`src/hdl/adc_ctrl_pkg.sv`:
```
// constants, field layout and carrier types of the converter control block
// assumes a 32-bit AXI4-Lite register port, byte offsets below
package adc_ctrl_pkg;
   // register byte offsets
   localparam logic [7:0] OFF_COMMAND = 8'h00;
   localparam logic [7:0] OFF_CTRL_C = 8'h04;
   localparam logic [7:0] OFF_CTRL_D = 8'h08;
   localparam logic [7:0] OFF_CTRL_E = 8'h0c;
   localparam logic [7:0] OFF_CTRL_F = 8'h10;
   localparam logic [7:0] OFF_AMP_CTRL = 8'h14;
   localparam logic [7:0] OFF_POS_MUX = 8'h18;
   localparam logic [7:0] OFF_NEG_MUX = 8'h1c;
   localparam logic [7:0] OFF_IRQ_EN = 8'h20;
   localparam logic [7:0] OFF_IRQ_FLAG = 8'h24;
   localparam logic [7:0] OFF_SAMPLE = 8'h28;
   localparam logic [7:0] OFF_RESULT = 8'h2c;
   localparam logic [7:0] OFF_WIN_LOW = 8'h30;
   localparam logic [7:0] OFF_WIN_HIGH = 8'h34;
   localparam logic [7:0] OFF_STATUS = 8'h38;
   // command fields
   localparam int CMD_MODE_BIT = 0;
   localparam int CMD_START_LSB = 1;
   localparam int CMD_DIFFERENTIAL_SELECT_BIT = 3;
   localparam logic [1:0] START_STOP = 2'h0;
   localparam logic [1:0] START_IMMEDIATE = 2'h1;
   localparam logic [1:0] START_EVENT = 2'h2;
   // reference choices
   localparam logic [2:0] REF_SUPPLY = 3'h0;
   localparam logic [2:0] REF_EXTERNAL = 3'h1;
   localparam logic [2:0] REF_1V024 = 3'h2;
   localparam logic [2:0] REF_2V048 = 3'h3;
   localparam logic [2:0] REF_2V500 = 3'h4;
   localparam logic [2:0] REF_4V096 = 3'h5;
   // window modes; control d bits [2:0] mode, bit 3 source
   localparam logic [2:0] WIN_NONE = 3'h0;
   localparam logic [2:0] WIN_BELOW = 3'h1;
   localparam logic [2:0] WIN_ABOVE = 3'h2;
   localparam logic [2:0] WIN_INSIDE = 3'h3;
   localparam logic [2:0] WIN_OUTSIDE = 3'h4;
   localparam int WIN_SRC_BIT = 3;
   // amplifier control: bit 0 enable, bits [3:1] gain code 0..4 = 1x..16x
   localparam logic [2:0] GAIN_MAX = 3'h4;
   localparam logic [3:0] AMP_CTRL_RST = 4'h2;
   // mux registers: [4:0] input, [7:6] shared routing
   localparam int ROUTE_LSB = 6;
   // interrupt flag and enable positions
   localparam int IRQ_RES_RDY = 0;
   localparam int IRQ_SAMP_RDY = 1;
   localparam int IRQ_WIN = 2;
   localparam int IRQ_RES_OVR = 3;
   localparam int IRQ_SAMP_OVR = 4;
   localparam int IRQ_TRIG_OVR = 5;
   localparam int IRQ_W = 6;
   // converter timing in converter clock cycles
   localparam int CONV_CYCLES_12 = 13;
   localparam int CONV_CYCLES_8 = 9;
   // AXI responses
   localparam logic [1:0] RESP_OKAY = 2'h0;
   localparam logic [1:0] RESP_SLVERR = 2'h2;

   typedef enum logic [2:0] {
      ST_IDLE = 3'b001,
      ST_SAMPLE = 3'b010,
      ST_CONVERT = 3'b100
   } conv_state_e;

   // configuration driven to the analog front end
   typedef struct packed {
      logic [2:0] reference_select_field;
      logic differential_select;
      logic [4:0] pos_input;
      logic [4:0] neg_input;
      logic [1:0] amp_routing_field;
      logic amp_enable;
      logic [2:0] amp_gain;
      logic mode_12bit;
   } afe_cfg_s;
endpackage : adc_ctrl_pkg

```
`src/hdl/adc_single_mode_control.sv`:
```
// converter control: registers, conversion sequencer, flags and requests
// assumes an analog front end that presents a settled code on conv_data_in
// in the cycle before conv_capture_out pulses; all inputs synchronous to clock_in
//
// The AXI4-Lite slave port and the address map were left to the implementer.
`timescale 1ns/1ps
// Functional notes
// - one conversion per trigger, repeated without trigger in continuous run, 8 or 12 bits
// - command mode bit picks 8 or 12 bits
// - reference: external plus five internal choices
// - differential bit selects difference or single input
// - amp enable bit, gain 1x to 16x
// - amp control resets to nonzero value
// - routing field shared by both mux registers
// - three requests: error, sample, result
// - trigger while busy sets trigger overrun, except in the last convert cycle with continuous run off
// - unread sample overwritten sets sample overrun
// - unread result overwritten sets result overrun
// - new sample sets sample ready
// - new result sets result ready
// - each source gated by own enable
// - write one clears a flag
// - reading sample or result clears ready
// - window modes above, below, inside, outside
// - thresholds and mode from their registers
// - source bit picks result or sample
// - window request routed by its source
// - window evaluated per conversion here
// - start event edge launches conversion
// - sample phase length plus half or one
module adc_single_mode_control #(
   parameter int CONV_CYC_12 = adc_ctrl_pkg::CONV_CYCLES_12,
   parameter int CONV_CYC_8 = adc_ctrl_pkg::CONV_CYCLES_8
) (
   // clock and reset
   input wire logic clock_in,
   input wire logic sys_rst_in,
   // AXI4-Lite write
   input wire logic [7:0] s_axi_awaddr_in,
   input wire logic s_axi_awvalid_in,
   output logic s_axi_awready_out,
   input wire logic [31:0] s_axi_wdata_in,
   input wire logic [3:0] s_axi_wstrb_in,
   input wire logic s_axi_wvalid_in,
   output logic s_axi_wready_out,
   output logic [1:0] s_axi_bresp_out,
   output logic s_axi_bvalid_out,
   input wire logic s_axi_bready_in,
   // AXI4-Lite read
   input wire logic [7:0] s_axi_araddr_in,
   input wire logic s_axi_arvalid_in,
   output logic s_axi_arready_out,
   output logic [31:0] s_axi_rdata_out,
   output logic [1:0] s_axi_rresp_out,
   output logic s_axi_rvalid_out,
   input wire logic s_axi_rready_in,
   // trigger
   input wire logic start_event_in,
   // analog front end
   input wire logic [11:0] conv_data_in,
   output adc_ctrl_pkg::afe_cfg_s afe_cfg_out,
   output logic sampling_out,
   output logic conv_capture_out,
   // interrupt requests
   output logic irq_error_out,
   output logic irq_sample_out,
   output logic irq_result_out
);
   if (CONV_CYC_12 < 1 || CONV_CYC_12 > 255 || CONV_CYC_8 < 1 || CONV_CYC_8 > 255) begin : g_bad_cycles
      $error("conversion cycle counts must lie in 1..255");
   end

   // register storage
   adc_ctrl_pkg::afe_cfg_s cfg;
   logic [1:0] start_field;
   logic [3:0] ctrl_d;
   logic [7:0] sample_length_field;
   logic continuous_run_bit;
   logic [3:0] prescale;
   logic [adc_ctrl_pkg::IRQ_W-1:0] irq_en;
   logic [adc_ctrl_pkg::IRQ_W-1:0] irq_flag;
   logic [15:0] sample_value;
   logic [15:0] result_value;
   logic [15:0] win_low;
   logic [15:0] win_high;
   logic sample_unread;
   logic result_unread;
   logic imm_start;

   // bus state
   logic aw_have;
   logic w_have;
   logic [7:0] aw_addr;
   logic [31:0] w_data;
   logic [3:0] w_strb;

   // sequencer state
   adc_ctrl_pkg::conv_state_e state;
   logic [9:0] half_cnt;
   logic [3:0] div_cnt;
   logic event_prev;

   // byte-lane merge for narrow registers
   function automatic logic [31:0] merge(input logic [31:0] old, input logic [31:0] nw, input logic [3:0] strb);
      logic [31:0] m;
      m = {{8{strb[3]}}, {8{strb[2]}}, {8{strb[1]}}, {8{strb[0]}}};
      return (old & ~m) | (nw & m);
   endfunction : merge

   // write side decode
   wire wr_fire = aw_have & w_have & ~s_axi_bvalid_out;
   wire wr_cmd = wr_fire && aw_addr == adc_ctrl_pkg::OFF_COMMAND;
   wire wr_c = wr_fire && aw_addr == adc_ctrl_pkg::OFF_CTRL_C;
   wire wr_d = wr_fire && aw_addr == adc_ctrl_pkg::OFF_CTRL_D;
   wire wr_e = wr_fire && aw_addr == adc_ctrl_pkg::OFF_CTRL_E;
   wire wr_f = wr_fire && aw_addr == adc_ctrl_pkg::OFF_CTRL_F;
   wire wr_amp = wr_fire && aw_addr == adc_ctrl_pkg::OFF_AMP_CTRL;
   wire wr_pos = wr_fire && aw_addr == adc_ctrl_pkg::OFF_POS_MUX;
   wire wr_neg = wr_fire && aw_addr == adc_ctrl_pkg::OFF_NEG_MUX;
   wire wr_ien = wr_fire && aw_addr == adc_ctrl_pkg::OFF_IRQ_EN;
   wire wr_flag = wr_fire && aw_addr == adc_ctrl_pkg::OFF_IRQ_FLAG;
   wire wr_wlo = wr_fire && aw_addr == adc_ctrl_pkg::OFF_WIN_LOW;
   wire wr_whi = wr_fire && aw_addr == adc_ctrl_pkg::OFF_WIN_HIGH;
   wire wr_known = wr_cmd | wr_c | wr_d | wr_e | wr_f | wr_amp | wr_pos | wr_neg | wr_ien | wr_flag | wr_wlo
      | wr_whi | (wr_fire && (aw_addr == adc_ctrl_pkg::OFF_SAMPLE || aw_addr == adc_ctrl_pkg::OFF_RESULT
      || aw_addr == adc_ctrl_pkg::OFF_STATUS));

   // current register images
   wire [31:0] img_cmd = {28'h0, cfg.differential_select, start_field, cfg.mode_12bit};
   wire [31:0] img_c = {29'h0, cfg.reference_select_field};
   wire [31:0] img_d = {28'h0, ctrl_d};
   wire [31:0] img_e = {24'h0, sample_length_field};
   wire [31:0] img_f = {27'h0, prescale, continuous_run_bit};
   wire [31:0] img_amp = {28'h0, cfg.amp_gain, cfg.amp_enable};
   wire [31:0] img_pos = {24'h0, cfg.amp_routing_field, 1'b0, cfg.pos_input};
   wire [31:0] img_neg = {24'h0, cfg.amp_routing_field, 1'b0, cfg.neg_input};
   wire [31:0] img_ien = {26'h0, irq_en};
   wire [31:0] img_flag = {26'h0, irq_flag};
   wire [31:0] img_stat = {31'h0, state != adc_ctrl_pkg::ST_IDLE};

   wire [31:0] wm_cmd = merge(img_cmd, w_data, w_strb);
   wire [31:0] wm_c = merge(img_c, w_data, w_strb);
   wire [31:0] wm_d = merge(img_d, w_data, w_strb);
   wire [31:0] wm_e = merge(img_e, w_data, w_strb);
   wire [31:0] wm_f = merge(img_f, w_data, w_strb);
   // partial writes keep untouched lanes of the current image, which resets nonzero
   wire [31:0] wm_amp = merge(img_amp, w_data, w_strb);
   wire [31:0] wm_pos = merge(img_pos, w_data, w_strb);
   wire [31:0] wm_neg = merge(img_neg, w_data, w_strb);
   wire [31:0] wm_ien = merge(img_ien, w_data, w_strb);
   wire [31:0] wm_flag = merge(32'h0, w_data, w_strb);
   wire [31:0] wm_wlo = merge({16'h0, win_low}, w_data, w_strb);
   wire [31:0] wm_whi = merge({16'h0, win_high}, w_data, w_strb);
   wire [1:0] wm_start = wm_cmd[adc_ctrl_pkg::CMD_START_LSB +: 2];
   wire [2:0] wm_gain = (wm_amp[3:1] > adc_ctrl_pkg::GAIN_MAX) ? adc_ctrl_pkg::GAIN_MAX : wm_amp[3:1];
   // one routing store, written through either mux register
   wire [1:0] next_routing = wr_pos ? wm_pos[adc_ctrl_pkg::ROUTE_LSB +: 2] :
      wr_neg ? wm_neg[adc_ctrl_pkg::ROUTE_LSB +: 2] : cfg.amp_routing_field;

   // read side decode
   wire rd_fire = s_axi_arvalid_in & s_axi_arready_out;
   wire rd_sample = rd_fire && s_axi_araddr_in == adc_ctrl_pkg::OFF_SAMPLE;
   wire rd_result = rd_fire && s_axi_araddr_in == adc_ctrl_pkg::OFF_RESULT;
   logic [31:0] rd_mux;
   logic rd_hit;
   always_comb begin
      rd_hit = 1'b1;
      case (s_axi_araddr_in)
         adc_ctrl_pkg::OFF_COMMAND: rd_mux = img_cmd;
         adc_ctrl_pkg::OFF_CTRL_C: rd_mux = img_c;
         adc_ctrl_pkg::OFF_CTRL_D: rd_mux = img_d;
         adc_ctrl_pkg::OFF_CTRL_E: rd_mux = img_e;
         adc_ctrl_pkg::OFF_CTRL_F: rd_mux = img_f;
         adc_ctrl_pkg::OFF_AMP_CTRL: rd_mux = img_amp;
         adc_ctrl_pkg::OFF_POS_MUX: rd_mux = img_pos;
         adc_ctrl_pkg::OFF_NEG_MUX: rd_mux = img_neg;
         adc_ctrl_pkg::OFF_IRQ_EN: rd_mux = img_ien;
         adc_ctrl_pkg::OFF_IRQ_FLAG: rd_mux = img_flag;
         adc_ctrl_pkg::OFF_SAMPLE: rd_mux = {16'h0, sample_value};
         adc_ctrl_pkg::OFF_RESULT: rd_mux = {16'h0, result_value};
         adc_ctrl_pkg::OFF_WIN_LOW: rd_mux = {16'h0, win_low};
         adc_ctrl_pkg::OFF_WIN_HIGH: rd_mux = {16'h0, win_high};
         adc_ctrl_pkg::OFF_STATUS: rd_mux = img_stat;
         default: begin
            rd_mux = 32'h0;
            rd_hit = 1'b0;
         end
      endcase
   end

   // converter clock: half-period enable pulses from a divider
   wire half_tick = div_cnt == prescale;

   // triggers
   wire event_edge = start_event_in & ~event_prev;
   wire trig_event = start_field == adc_ctrl_pkg::START_EVENT && event_edge;
   wire trigger = imm_start | trig_event;
   wire idle = state == adc_ctrl_pkg::ST_IDLE;
   wire last_half = half_tick && half_cnt == 10'h001;
   wire conv_done = state == adc_ctrl_pkg::ST_CONVERT && last_half;
   // sample phase counted in half cycles: 2*len+1 amp off, 2*len+2 amp on
   wire [9:0] samp_halves = {1'b0, sample_length_field, 1'b0} + (cfg.amp_enable ? 10'h002 : 10'h001);
   wire [9:0] conv_halves = cfg.mode_12bit ? 10'(2 * CONV_CYC_12) : 10'(2 * CONV_CYC_8);
   // restart after completion needs no fresh trigger
   wire restart = conv_done & continuous_run_bit;
   wire launch = (idle & trigger) | restart;

   // code formatting: 8-bit mode keeps the top bits; differential codes are signed
   wire [7:0] code8 = conv_data_in[11:4];
   wire [15:0] code16 = cfg.mode_12bit ?
      {{4{cfg.differential_select & conv_data_in[11]}}, conv_data_in} :
      {{8{cfg.differential_select & code8[7]}}, code8};

   // window source: result holds the same value in single mode
   wire win_from_sample = ctrl_d[adc_ctrl_pkg::WIN_SRC_BIT];
   wire win_match;
   window_compare u_window (
      .mode_in(ctrl_d[2:0]),
      .signed_in(cfg.differential_select),
      .low_in(win_low),
      .high_in(win_high),
      .value_in(code16),
      .match_out(win_match)
   );

   // flag events; a set in the clearing cycle wins
   logic [adc_ctrl_pkg::IRQ_W-1:0] flag_set;
   logic [adc_ctrl_pkg::IRQ_W-1:0] flag_clr;
   always_comb begin
      flag_set = '0;
      flag_set[adc_ctrl_pkg::IRQ_TRIG_OVR] = trigger & ~idle & ~(conv_done & ~continuous_run_bit);
      flag_set[adc_ctrl_pkg::IRQ_SAMP_OVR] = conv_done & sample_unread;
      flag_set[adc_ctrl_pkg::IRQ_RES_OVR] = conv_done & result_unread;
      flag_set[adc_ctrl_pkg::IRQ_SAMP_RDY] = conv_done;
      flag_set[adc_ctrl_pkg::IRQ_RES_RDY] = conv_done;
      flag_set[adc_ctrl_pkg::IRQ_WIN] = conv_done & win_match;
      flag_clr = wr_flag ? wm_flag[adc_ctrl_pkg::IRQ_W-1:0] : '0;
      flag_clr[adc_ctrl_pkg::IRQ_SAMP_RDY] = flag_clr[adc_ctrl_pkg::IRQ_SAMP_RDY] | rd_sample;
      flag_clr[adc_ctrl_pkg::IRQ_RES_RDY] = flag_clr[adc_ctrl_pkg::IRQ_RES_RDY] | rd_result;
   end
   wire [adc_ctrl_pkg::IRQ_W-1:0] next_flag = (irq_flag & ~flag_clr) | flag_set;

   // requests, each gated by its enable
   wire [adc_ctrl_pkg::IRQ_W-1:0] act = next_flag & irq_en;
   wire win_act = act[adc_ctrl_pkg::IRQ_WIN];
   wire next_irq_err = act[adc_ctrl_pkg::IRQ_TRIG_OVR] | act[adc_ctrl_pkg::IRQ_SAMP_OVR]
      | act[adc_ctrl_pkg::IRQ_RES_OVR];
   wire next_irq_samp = act[adc_ctrl_pkg::IRQ_SAMP_RDY] | (win_act & win_from_sample);
   wire next_irq_res = act[adc_ctrl_pkg::IRQ_RES_RDY] | (win_act & ~win_from_sample);

   // AXI4-Lite slave
   always_ff @(posedge clock_in or posedge sys_rst_in) begin
      if (sys_rst_in) begin
         s_axi_awready_out <= 1'b1;
         s_axi_wready_out <= 1'b1;
         s_axi_bvalid_out <= 1'b0;
         s_axi_bresp_out <= adc_ctrl_pkg::RESP_OKAY;
         s_axi_arready_out <= 1'b1;
         s_axi_rvalid_out <= 1'b0;
         s_axi_rdata_out <= 32'h0;
         s_axi_rresp_out <= adc_ctrl_pkg::RESP_OKAY;
         aw_have <= 1'b0;
         w_have <= 1'b0;
         aw_addr <= 8'h00;
         w_data <= 32'h0;
         w_strb <= 4'h0;
      end else begin
         if (s_axi_awvalid_in & s_axi_awready_out) begin
            aw_addr <= s_axi_awaddr_in;
            aw_have <= 1'b1;
            s_axi_awready_out <= 1'b0;
         end
         if (s_axi_wvalid_in & s_axi_wready_out) begin
            w_data <= s_axi_wdata_in;
            w_strb <= s_axi_wstrb_in;
            w_have <= 1'b1;
            s_axi_wready_out <= 1'b0;
         end
         if (wr_fire) begin
            aw_have <= 1'b0;
            w_have <= 1'b0;
            s_axi_bvalid_out <= 1'b1;
            s_axi_bresp_out <= wr_known ? adc_ctrl_pkg::RESP_OKAY : adc_ctrl_pkg::RESP_SLVERR;
         end
         if (s_axi_bvalid_out & s_axi_bready_in) begin
            s_axi_bvalid_out <= 1'b0;
            s_axi_awready_out <= 1'b1;
            s_axi_wready_out <= 1'b1;
         end
         if (rd_fire) begin
            s_axi_arready_out <= 1'b0;
            s_axi_rvalid_out <= 1'b1;
            s_axi_rdata_out <= rd_mux;
            s_axi_rresp_out <= rd_hit ? adc_ctrl_pkg::RESP_OKAY : adc_ctrl_pkg::RESP_SLVERR;
         end
         if (s_axi_rvalid_out & s_axi_rready_in) begin
            s_axi_rvalid_out <= 1'b0;
            s_axi_arready_out <= 1'b1;
         end
      end
   end

   // configuration registers
   always_ff @(posedge clock_in or posedge sys_rst_in) begin
      if (sys_rst_in) begin
         cfg <= '{reference_select_field: adc_ctrl_pkg::REF_SUPPLY, amp_enable: 1'b0,
            amp_gain: adc_ctrl_pkg::AMP_CTRL_RST[3:1], default: '0};
         start_field <= adc_ctrl_pkg::START_STOP;
         imm_start <= 1'b0;
         ctrl_d <= 4'h0;
         sample_length_field <= 8'h00;
         continuous_run_bit <= 1'b0;
         prescale <= 4'h0;
         irq_en <= '0;
         win_low <= 16'h0;
         win_high <= 16'h0;
      end else begin
         imm_start <= wr_cmd && wm_start == adc_ctrl_pkg::START_IMMEDIATE;
         if (wr_cmd) begin
            cfg.mode_12bit <= wm_cmd[adc_ctrl_pkg::CMD_MODE_BIT];
            cfg.differential_select <= wm_cmd[adc_ctrl_pkg::CMD_DIFFERENTIAL_SELECT_BIT];
            start_field <= (wm_start == adc_ctrl_pkg::START_IMMEDIATE) ? adc_ctrl_pkg::START_STOP : wm_start;
         end
         if (wr_c && wm_c[2:0] <= adc_ctrl_pkg::REF_4V096) begin
            cfg.reference_select_field <= wm_c[2:0];
         end
         if (wr_amp) begin
            cfg.amp_enable <= wm_amp[0];
            cfg.amp_gain <= wm_gain;
         end
         if (wr_pos) begin
            cfg.pos_input <= wm_pos[4:0];
         end
         if (wr_neg) begin
            cfg.neg_input <= wm_neg[4:0];
         end
         cfg.amp_routing_field <= next_routing;
         if (wr_d) begin
            ctrl_d <= wm_d[3:0];
         end
         if (wr_e) begin
            sample_length_field <= wm_e[7:0];
         end
         if (wr_f) begin
            continuous_run_bit <= wm_f[0];
            prescale <= wm_f[4:1];
         end
         if (wr_ien) begin
            irq_en <= wm_ien[adc_ctrl_pkg::IRQ_W-1:0];
         end
         if (wr_wlo) begin
            win_low <= wm_wlo[15:0];
         end
         if (wr_whi) begin
            win_high <= wm_whi[15:0];
         end
      end
   end

   // conversion sequencer; config writes reach the front end at once, also mid-conversion
   always_ff @(posedge clock_in or posedge sys_rst_in) begin
      if (sys_rst_in) begin
         state <= adc_ctrl_pkg::ST_IDLE;
         half_cnt <= 10'h000;
         div_cnt <= 4'h0;
         event_prev <= 1'b0;
         sampling_out <= 1'b0;
         conv_capture_out <= 1'b0;
      end else begin
         event_prev <= start_event_in;
         div_cnt <= (half_tick || launch) ? 4'h0 : div_cnt + 4'h1;
         conv_capture_out <= conv_done;
         if (launch) begin
            state <= adc_ctrl_pkg::ST_SAMPLE;
            half_cnt <= samp_halves;
            sampling_out <= 1'b1;
         end else if (conv_done) begin
            state <= adc_ctrl_pkg::ST_IDLE;
         end else if (state == adc_ctrl_pkg::ST_SAMPLE && last_half) begin
            state <= adc_ctrl_pkg::ST_CONVERT;
            half_cnt <= conv_halves;
            sampling_out <= 1'b0;
         end else if (half_tick && state != adc_ctrl_pkg::ST_IDLE) begin
            half_cnt <= half_cnt - 10'h001;
         end
      end
   end

   // data registers, flags and requests
   always_ff @(posedge clock_in or posedge sys_rst_in) begin
      if (sys_rst_in) begin
         sample_value <= 16'h0;
         result_value <= 16'h0;
         sample_unread <= 1'b0;
         result_unread <= 1'b0;
         irq_flag <= '0;
         irq_error_out <= 1'b0;
         irq_sample_out <= 1'b0;
         irq_result_out <= 1'b0;
      end else begin
         irq_flag <= next_flag;
         irq_error_out <= next_irq_err;
         irq_sample_out <= next_irq_samp;
         irq_result_out <= next_irq_res;
         sample_unread <= conv_done | (sample_unread & ~rd_sample);
         result_unread <= conv_done | (result_unread & ~rd_result);
         if (conv_done) begin
            sample_value <= code16;
            result_value <= code16;
         end
      end
   end

   assign afe_cfg_out = cfg;
endmodule : adc_single_mode_control

```
`src/hdl/window_compare.sv`:
```
// window comparator: threshold test of one 16-bit value
// assumes thresholds and value share one encoding, signed when asked
`timescale 1ns/1ps
module window_compare (
   // setup
   input wire logic [2:0] mode_in,
   input wire logic signed_in,
   input wire logic [15:0] low_in,
   input wire logic [15:0] high_in,
   // value under test
   input wire logic [15:0] value_in,
   output logic match_out
);
   // flipping the sign bit turns a signed order into an unsigned one
   wire [15:0] bias = {signed_in, 15'h0000};
   wire [15:0] v = value_in ^ bias;
   wire [15:0] lo = low_in ^ bias;
   wire [15:0] hi = high_in ^ bias;
   wire below_lo = v < lo;
   wire above_hi = v > hi;
   wire above_lo = v > lo;
   wire below_hi = v < hi;

   always_comb begin
      case (mode_in)
         adc_ctrl_pkg::WIN_BELOW: match_out = below_lo;
         adc_ctrl_pkg::WIN_ABOVE: match_out = above_hi;
         adc_ctrl_pkg::WIN_INSIDE: match_out = above_lo & below_hi;
         adc_ctrl_pkg::WIN_OUTSIDE: match_out = below_lo | above_hi;
         default: match_out = 1'b0;
      endcase
   end
endmodule : window_compare

```
`config.mk`:
```
export PLATFORM = sky130hd
export DESIGN_NAME = adc_single_mode_control
export DESIGN_NICKNAME = d
export VERILOG_FILES = /design/src/hdl/adc_ctrl_pkg.sv /design/src/hdl/adc_single_mode_control.sv /design/src/hdl/window_compare.sv
export SDC_FILE = /design/constraint.sdc
export NUM_CORES = 1
export LEC_CHECK = 0
export ABC_AREA = 1
export BUFFER_PORTS_ARGS = -buffer_cell sky130_fd_sc_hd__buf_2
export CELL_PAD_IN_SITES_DETAIL_PLACEMENT = 0
export CELL_PAD_IN_SITES_GLOBAL_PLACEMENT = 1
export CORE_MARGIN = 2
export CORE_UTILIZATION = 46
export DETAILED_ROUTE_END_ITERATION = 12
export PLACE_DENSITY_LB_ADDON = 0.1
export SYNTH_ARGS = -nofsm -noshare
export SYNTH_HDL_FRONTEND = slang
export SYNTH_SLANG_ARGS = --single-unit
```
`constraint.sdc`:
```
create_clock -name clock_in -period 8.95 [get_ports clock_in]
set_input_delay 0.895 -clock clock_in [delete_from_list [all_inputs] [get_ports clock_in]]
set_output_delay 0.895 -clock clock_in [all_outputs]
set_load 0.02 [all_outputs]
```
==> results of run 1 <==
[worst max-delay path: stages, from the launching register on]
cell and delay (ns):
sky130_fd_sc_hd__dfrtp_1 0.70, sky130_fd_sc_hd__inv_1 0.38, sky130_fd_sc_hd__o21ai_0 0.52, sky130_fd_sc_hd__ha_1 0.33, sky130_fd_sc_hd__a21oi_1 0.12, sky130_fd_sc_hd__o21ai_0 0.12
sky130_fd_sc_hd__nand2_1 0.08, sky130_fd_sc_hd__nand3_1 0.12, sky130_fd_sc_hd__nand3_1 0.09, sky130_fd_sc_hd__nand2_1 0.05, sky130_fd_sc_hd__inv_1 0.05, sky130_fd_sc_hd__nand3_1 0.06
sky130_fd_sc_hd__nand2_1 0.11, sky130_fd_sc_hd__nand2_1 0.11, sky130_fd_sc_hd__nand3_1 0.09, sky130_fd_sc_hd__nand2_1 0.06
[routing by layer]
metal	routed length [microns]	share of wire [%]	global-route usage, %
met5	0	0	0
met4	235	0.93	4.85
met3	1300	5.2	4.40
met2	11000	44	38.6
met1	12700	50	38.5
[layout by cell type, fill, tap and decap left out, types with 18 or more instances in the layout]
cell,n
sky130_fd_sc_hd__dfrtp_1,169
sky130_fd_sc_hd__a21oi_1,25
sky130_fd_sc_hd__conb_1,18
sky130_fd_sc_hd__nor2_1,61
sky130_fd_sc_hd__buf_2,102
sky130_fd_sc_hd__inv_1,145
sky130_fd_sc_hd__ha_1,37
sky130_fd_sc_hd__o21ai_0,159
sky130_fd_sc_hd__nand3_1,36
sky130_fd_sc_hd__nand2_1,322
[final timing paths]
path / start / endpoint
worst max-delay path: flip-flop / irq_sample_out
max in group asynchronous: sys_rst_in / asynchronous set/reset pin
min in group asynchronous: sys_rst_in / w_data[11]
worst min register to register: s_axi_rdata_out[2] / s_axi_rdata_out[2]
worst min-delay path: s_axi_rdata_out[2] / s_axi_rdata_out[2]
worst max register to register: flip-flop / irq_sample_out
[logic make-up after synthesis]
logic type,synth area share [%]
compound gates,14.7
xor+xnor,1.64
fa+ha+maj,5.09
buf+inv,9.06
flops,47.9
mux,0.110
other cells,0.0412
simple gates,21.4
[stage by stage]
step                power (mW)  utilization (%)  instances
global placement          1.91             50.2       1475
CTS                       2.67             53.2       1507
detailed placement        1.93             50.2       1475
finish                    2.66             53.2       1507
floorplan                 1.68                -       1150
global route              2.86             53.2       1507
[area by class of cell]
| class | instances | area (sq um) | share of cell area, % |
|---|---|---|---|
| Clock buffer | 18 | 439 | 4.24 |
| Multi-Input combinational cell | 780 | 3980 | 38.4 |
| Sequential cell | 174 | 4360 | 42.1 |
| Clock inverter | 14 | 144 | 1.39 |
| Timing Repair Buffer | 104 | 526 | 5.08 |
| Inverter | 152 | 576 | 5.56 |
| Tap cell | 265 | 332 | 3.20 |
[power by group through the flow]
stage	Clock (mW)	Sequential [mW]	Combinational (mW)
5_1_grt	0.784	1.08	0.988
4_1_cts	0.749	1.06	0.857
3_3_place_gp	0	1.07	0.841
2_1_floorplan	0	1.07	0.613
3_5_place_dp	0	1.08	0.854
6_report	0.739	1.06	0.852
==> impl_table.tex, run 1 <==
\begin{tabular}{lr}
\hline
Metric & Value \\
\hline
\multicolumn{2}{l}{\textbf{Global route}} \\
\quad Number of global-route vias before repair & between 7k and 8k \\
\quad Global-route wire length before repair & $\sim$40 mm \\
\quad GRT overflow & 0 \\
\quad Number of antenna violations at the first check in global routing & 0 \\
\quad Largest net degree at the start of global routing & between 90 and 100 \\
\quad Overall track demand over capacity in global routing & around 25\% \\
\multicolumn{2}{l}{\textbf{Synth}} \\
\quad Synth top area share & $\sim$46\% \\
\quad Gate count of the mapped netlist & roughly 1.1k \\
\quad \#FFs+latches synth & 174 \\
\quad Biggest area contributors in the synthesized netlist & sky130\_fd\_sc\_hd\_\_dfrtp\_1 46\%, sky130\_fd\_sc\_hd\_\_nand2\_1 13\%, sky130\_fd\_sc\_hd\_\_o21ai\_0 8.7\% \\
\quad Yosys warning total & 0 \\
\quad Library cell occupying the most area in the post-synthesis netlist & sky130\_fd\_sc\_hd\_\_dfrtp\_1 \\
\quad Async SR Flop Fraction & 100\% \\
\quad Number of synthesized flops with an enable pin & 0 \\
\quad Area of the mapped netlist & just over 9000 sq um \\
\quad Distinct cells, synth & approximately 50 \\
\quad Cell with the most instances after synthesis & sky130\_fd\_sc\_hd\_\_nand2\_1 \\
\quad Top cells by count, synth & 322 x sky130\_fd\_sc\_hd\_\_nand2\_1, 169 x sky130\_fd\_sc\_hd\_\_dfrtp\_1, 159 x sky130\_fd\_sc\_hd\_\_o21ai\_0, 146 x sky130\_fd\_sc\_hd\_\_inv\_1, 61 x sky130\_fd\_sc\_hd\_\_nor2\_1 \\
\quad Sequential element share of the synthesized area & roughly 48\% \\
\quad Ys flop type & sky130\_fd\_sc\_hd\_\_dfrtp\_1 \\
\quad Average instance area after synthesis & between 8 and 9 sq um \\
\multicolumn{2}{l}{\textbf{Timing}} \\
\quad Clock period minus final worst setup slack & approximately 3.1 ns \\
\quad Clock skew after layout & $\sim$0.011 ns \\
\quad Setup TNS & 0 ns \\
\quad Final Hold Fails & 0 \\
\quad Post-Route Hold Slack & approximately 0.48 ns \\
\quad RSZ-0062 raised after global routing & false \\
\quad Worst relative slew slack & about 30\% \\
\quad Max-slew violation count & 0 \\
\quad Count of final setup violators & 0 \\
\quad Share of the clock period used by the worst path & 35.1\% \\
\quad Smallest setup slack after layout & slightly below 6 ns \\
\quad Fmax & $\sim$320 MHz \\
\quad Worst-margin pin slew & between 1 and 1.5 ns \\
\multicolumn{2}{l}{\textbf{Worst setup path}} \\
\quad Element type at the critical path start & flip-flop \\
\quad Maximum fanout along the worst path & 13 \\
\quad Data arrival time of the worst path & roughly 3.5 ns \\
\quad Crit path capture type & flip-flop \\
\quad Path type of the worst setup path & flip-flop to flip-flop \\
\quad Worst-case register-to-register setup slack & between 5 and 6 ns \\
\quad Depth of the most critical reg-to-reg path & 15 \\
\quad Worst endpoint required time & $\sim$9 ns \\
\multicolumn{2}{l}{\textbf{Route}} \\
\quad Residual DRC & 0 \\
\quad Total detailed-routing wirelength & between 20 and 30 mm \\
\quad Count of antenna-violating nets left after detailed routing & 0 \\
\quad Drt first pass iters & 5 \\
\quad Routed wire per std cell & 16.7 microns \\
\quad Via count of the routed design & 7633 \\
\quad Count of routing violations after the opening detailed-route iteration & roughly 610 \\
\quad Avg Vias per Cell & between 5 and 6 \\
\multicolumn{2}{l}{\textbf{Min path}} \\
\quad Worst hold path cell count & 2 \\
\quad Type of the most critical hold path & flip-flop to flip-flop \\
\multicolumn{2}{l}{\textbf{Pwr}} \\
\quad Pwr Density & $\sim$260 nW/um\^{}2 \\
\quad Internal Dissipation & approximately 1.6 mW \\
\quad Leakage power total & 5.16 nW \\
\quad Register share of total power & between 40\% and 50\% \\
\quad Logic gate share of total power & around a third \\
\quad Sw Ratio & approximately two fifths \\
\quad Switch Pwr & 1.06 mW \\
\quad Peak ir drop on the vdd network & 0.140 mV \\
\quad Clock Power Share & between 20\% and 30\% \\
\multicolumn{2}{l}{\textbf{Placed design}} \\
\quad Last weighted congestion value of the routability-driven placer & just over 0.9 \\
\quad Number of buffer cells added on primary ports & between 100 and 150 \\
\quad Total half-perimeter wirelength after legalization and detailed placement & $\sim$19 mm \\
\quad Area of placed instances & 9770 sq um \\
\quad Worst setup slack before clock tree synthesis & just under 6 ns \\
\multicolumn{2}{l}{\textbf{Clocking}} \\
\quad CTS tree & done \\
\quad Max Buffers Root-to-Sink & 2 \\
\quad Total CTS buffers & 17 \\
\quad Post-cts sizing count & 0 \\
\quad Clock Latency Late Sink & $\sim$0.44 ns \\
\quad Buffer count from post-CTS setup fixing & 0 \\
\quad Number of H-tree branching levels & 4 \\
\quad Clock tree root buffer cell & sky130\_fd\_sc\_hd\_\_clkbuf\_16 \\
\quad Clock transition at the registers of the reported paths & roughly 0.070 ns \\
\quad Sink Count & $\sim$170 \\
\quad Hold-fix buffers at CTS & 0 \\
\multicolumn{2}{l}{\textbf{Floorplanning}} \\
\quad Row Count & 51 \\
\quad Placeable core region & 19500 sq um \\
\quad \# IOs & between 100 and 150 \\
\quad Die Outline Area & about 21000 sq um \\
\quad Effective utilization at floorplan & between 40\% and 50\% \\
\quad Die width & 145 microns \\
\quad Die Y & between 100 and 150 microns \\
\multicolumn{2}{l}{\textbf{Run status}} \\
\quad Status & completed \\
\multicolumn{2}{l}{\textbf{Flow run}} \\
\quad Max-cap violations & 0 \\
\multicolumn{2}{l}{\textbf{Cells and area}} \\
\quad Fillers & roughly 1.9k \\
\quad Net total in the final layout & about 1.3k \\
\quad Fraction of layout instances using a drive strength above 1 & 12.7\% \\
\quad Final non-filler cell area & $\sim$10000 sq um \\
\quad Area delta synth->final & 13.8\% \\
\quad Inserted Diodes & 0 \\
\hline
\end{tabular}
No activity file was read; power rests on OpenSTA's default activity.
==> run 2: changes to the inputs <==
Settings changed: ABC_AREA 1 to 0, CORE_UTILIZATION 46 to 41.
Clock period 8.95 ns to 2.7 ns, I/O delays scaled along.
==> impl_table.tex, run 2 <==
\begin{tabular}{lr}
\hline
Metric & Value \\
\hline
\multicolumn{2}{l}{\textbf{Run status}} \\
\quad Status & finished, violations left \\
\quad Failing checks & hold timing, setup timing \\
\multicolumn{2}{l}{\textbf{Synth}} \\
\quad Ys flop type & sky130\_fd\_sc\_hd\_\_dfrtp\_1 \\
\quad Synth top area share & around 46\% \\
\quad Area of the mapped netlist & around 9100 sq um \\
\quad Gate count of the mapped netlist & 856 \\
\quad Compound-Gate Fraction of Synth Area & between 10\% and 20\% \\
\quad Library cell occupying the most area in the post-synthesis netlist & sky130\_fd\_sc\_hd\_\_dfrtp\_1 \\
\quad Number of synthesized flops with an enable pin & 0 \\
\quad Distinct cells, synth & approximately 70 \\
\quad \#FFs+latches synth & approximately 170 \\
\quad Proportion of synthesized area in mux cells & between 10 and 15\% \\
\quad Sequential element share of the synthesized area & around 48\% \\
\quad Biggest area contributors in the synthesized netlist & sky130\_fd\_sc\_hd\_\_dfrtp\_1 46\%, sky130\_fd\_sc\_hd\_\_mux2\_2 12\%, sky130\_fd\_sc\_hd\_\_ha\_1 5.1\% \\
\quad Simple-gate portion of the synthesized area & between 10\% and 20\% \\
\quad Yosys warning total & 0 \\
\quad Average instance area after synthesis & around 11 sq um \\
\quad Dominant combinational cell family by area after synthesis & simple AND/OR/NAND/NOR gates \\
\quad Async SR Flop Fraction & 100\% \\
\quad Cell with the most instances after synthesis & sky130\_fd\_sc\_hd\_\_dfrtp\_1 \\
\quad Synthesized-area fraction occupied by xor and xnor cells & 2.01\% \\
\quad Fraction of the mapped netlist area in adder cells & $\sim$5.1\% \\
\quad Top cells by count, synth & 169 x sky130\_fd\_sc\_hd\_\_dfrtp\_1, 111 x sky130\_fd\_sc\_hd\_\_nand2\_1, 101 x sky130\_fd\_sc\_hd\_\_mux2\_2, 51 x sky130\_fd\_sc\_hd\_\_inv\_1 \\
\multicolumn{2}{l}{\textbf{Route}} \\
\quad Via count of the routed design & just over 7k \\
\quad Avg Vias per Cell & around 5.5 \\
\quad Count of antenna-violating nets left after detailed routing & 0 \\
\quad Total detailed-routing wirelength & 26.8 mm \\
\quad Drt first pass iters & 9 \\
\quad Count of routing violations after the opening detailed-route iteration & around 440 \\
\quad Routed wire per std cell & slightly above 20 microns \\
\quad Residual DRC & 0 \\
\multicolumn{2}{l}{\textbf{Timing}} \\
\quad Setup TNS & -0.0710 ns \\
\quad Max-slew violation count & 0 \\
\quad Post-Route Hold Slack & -0.000768 ns \\
\quad Worst-margin pin slew & approximately 0.96 ns \\
\quad Share of the clock period used by the worst path & 103\% \\
\quad Fmax & roughly 360 MHz \\
\quad RSZ-0062 raised after global routing & true \\
\quad Clock period minus final worst setup slack & 2.77 ns \\
\quad Clock skew after layout & between 0.01 and 0.015 ns \\
\quad Count of final setup violators & 1 \\
\quad Final Hold Fails & 1 \\
\quad Smallest setup slack after layout & -0.0710 ns \\
\quad Worst relative slew slack & approximately 35\% \\
\multicolumn{2}{l}{\textbf{Clocking}} \\
\quad Sink Count & $\sim$170 \\
\quad Clock Latency Late Sink & 0.44 ns \\
\quad CTS tree & done \\
\quad Total CTS buffers & 17 \\
\quad Number of H-tree branching levels & 4 \\
\quad Clock tree root buffer cell & sky130\_fd\_sc\_hd\_\_clkbuf\_16 \\
\quad Clock transition at the registers of the reported paths & 0.07 ns \\
\quad Max Buffers Root-to-Sink & 2 \\
\multicolumn{2}{l}{\textbf{Floorplanning}} \\
\quad Die Outline Area & $\sim$24000 sq um \\
\quad \# IOs & between 100 and 150 \\
\quad Effective utilization at floorplan & between 40\% and 50\% \\
\quad Die Y & $\sim$150 microns \\
\quad Die width & around 150 microns \\
\quad Row Count & 54 \\
\quad Placeable core region & roughly 22000 sq um \\
\multicolumn{2}{l}{\textbf{Global route}} \\
\quad Global-route met3 utilization & 3.32\% \\
\quad GRT overflow & 0 \\
\quad Number of global-route vias before repair & 7096 \\
\quad Layer with the highest usage & met2 \\
\quad Largest net degree at the start of global routing & 39 \\
\quad GR met1 Demand/Resource & 33.0\% \\
\quad Global-route wire length before repair & a little over 40 mm \\
\quad Number of antenna violations at the first check in global routing & 0 \\
\quad Global-route track usage on met2 & approximately 36\% \\
\quad Overall track demand over capacity in global routing & a little under a quarter \\
\multicolumn{2}{l}{\textbf{Cells and area}} \\
\quad Fillers & 2080 \\
\quad Layout Utilization & between 50\% and 60\% \\
\quad Most common library cell in the layout ignoring fill and taps & sky130\_fd\_sc\_hd\_\_dfrtp\_1 \\
\quad Inserted Diodes & 0 \\
\quad Fraction of layout instances using a drive strength above 1 & $\sim$33\% \\
\quad Area occupied by multi-input gates & about 4600 sq um \\
\quad Top library cells by usage in the layout, fill and taps aside & 168 x sky130\_fd\_sc\_hd\_\_dfrtp\_1, 110 x sky130\_fd\_sc\_hd\_\_nand2\_1, 103 x sky130\_fd\_sc\_hd\_\_buf\_2 \\
\quad Flip-flop and latch area & between 4000 and 5000 sq um \\
\quad Area delta synth->final & 21.7\% \\
\quad Net total in the final layout & 1119 \\
\multicolumn{2}{l}{\textbf{Pwr}} \\
\quad Register share of total power & between 40\% and 50\% \\
\quad Clock Power Share & approximately 29\% \\
\quad Leakage power total & about 5.2 nW \\
\quad Sw Ratio & approximately a third \\
\quad Pwr Density & around 750 nW/um\^{}2 \\
\quad Peak ir drop on the vdd network & roughly 0.36 mV \\
\quad Switch Pwr & between 2 and 3 mW \\
\quad Logic gate share of total power & between 20 and 30\% \\
\quad Internal Dissipation & 5.50 mW \\
\multicolumn{2}{l}{\textbf{Placed design}} \\
\quad Last weighted congestion value of the routability-driven placer & between 0.8 and 0.9 \\
\quad Total half-perimeter wirelength after legalization and detailed placement & 20.2 mm \\
\quad Number of buffer cells added on primary ports & 102 \\
\multicolumn{2}{l}{\textbf{Worst setup path}} \\
\quad Crit path capture type & flip-flop \\
\quad Data arrival time of the worst path & 3.10 ns \\
\quad Worst endpoint required time & about 3 ns \\
\quad Worst-case register-to-register setup slack & -0.07 ns \\
\quad Path type of the worst setup path & flip-flop to flip-flop \\
\quad Maximum fanout along the worst path & 7 \\
\quad Element type at the critical path start & flip-flop \\
\multicolumn{2}{l}{\textbf{Min path}} \\
\quad Type of the most critical hold path & primary input to asynchronous set/reset pin \\
\multicolumn{2}{l}{\textbf{Flow run}} \\
\quad Max-cap violations & 0 \\
\hline
\end{tabular}
-- run 2: final timing paths --
check	start	to	depth (start not counted)
hold / removal	sys_rst_in	asynchronous set/reset pin	2
hold reg to reg	sampling_out	sampling_out	1
setup reg to reg	flip-flop	irq_result_out	8
setup / recovery	flip-flop	irq_result_out	8
min in group clock_in	s_axi_wvalid_in	s_axi_wready_out	2
max in group asynchronous	sys_rst_in	state[0]	3
-- run 2: through the flow --
stage | power (mW) | instances | setup WS, ns | area [sq um]
2_1_floorplan | 5.04 | 873 | -0.0207 | 9230
4_1_cts | 8.35 | 1300 | 0.00450 | 11000
3_3_place_gp | 5.87 | 1265 | -0.0490 | 10300
5_1_grt | 8.87 | 1303 | -0.161 | 11100
6_report | 8.40 | 1303 | -0.0710 | 11100
3_5_place_dp | 5.88 | 1265 | -0.0650 | 10300
-- run 2: kinds of logic after synthesis --
kind of cell / after synthesis
flops: 174
xor+xnor: 21
compound gates: 162
simple gates: 258
buf+inv: 98
mux: 105
other cells: 1
fa+ha+maj: 37
-- run 2: critical path, cell delays in order (launching register included) --
cell and delay (ns):
sky130_fd_sc_hd__dfrtp_2 0.47, sky130_fd_sc_hd__mux2_2 0.37, sky130_fd_sc_hd__ha_1 0.21, sky130_fd_sc_hd__a21oi_2 0.15
sky130_fd_sc_hd__o21ai_1 0.09, sky130_fd_sc_hd__a221o_1 0.35, sky130_fd_sc_hd__or4b_4 0.53, sky130_fd_sc_hd__o211a_4 0.18
sky130_fd_sc_hd__o41ai_4 0.31
-- run 2: power groups by stage --
| stage | Combinational [mW] | Clock, mW | Sequential [mW] |
|---|---|---|---|
| finish | 2.30 | 2.45 | 3.65 |
| global route | 2.55 | 2.60 | 3.72 |
| CTS | 2.22 | 2.48 | 3.65 |
| detailed placement | 2.19 | 0 | 3.69 |
| global placement | 2.17 | 0 | 3.69 |
| floorplan | 1.52 | 0 | 3.51 |
-- run 2: metal layers --
metal / vias up / wire [microns]
met2: 205 / 12400
met3: 24 / 1170
met4: 0 / 329
met1: 3540 / 12900
li1: 3380 / -
met5: - / 0
-- run 2: final cells by class --
cell class | instances | share of cell area [%]
inverter | 51 | 1.75
clock inverter | 11 | 0.989
sequential | 174 | 39.2
multi-input combinational | 601 | 41.2
tap | 280 | 3.15
timing repair buffer | 165 | 9.47
clock buffer | 21 | 4.23
-- run 2: what timing repair did --
item	4_1_cts	5_1_grt
gates cloned	0	1
hold endpoints to repair	3	0
endpoints found under the setup margin	2	3
pin swaps	4	15
hold buffers	3	0
gates resized for setup	9	24
buffers inserted	0	2
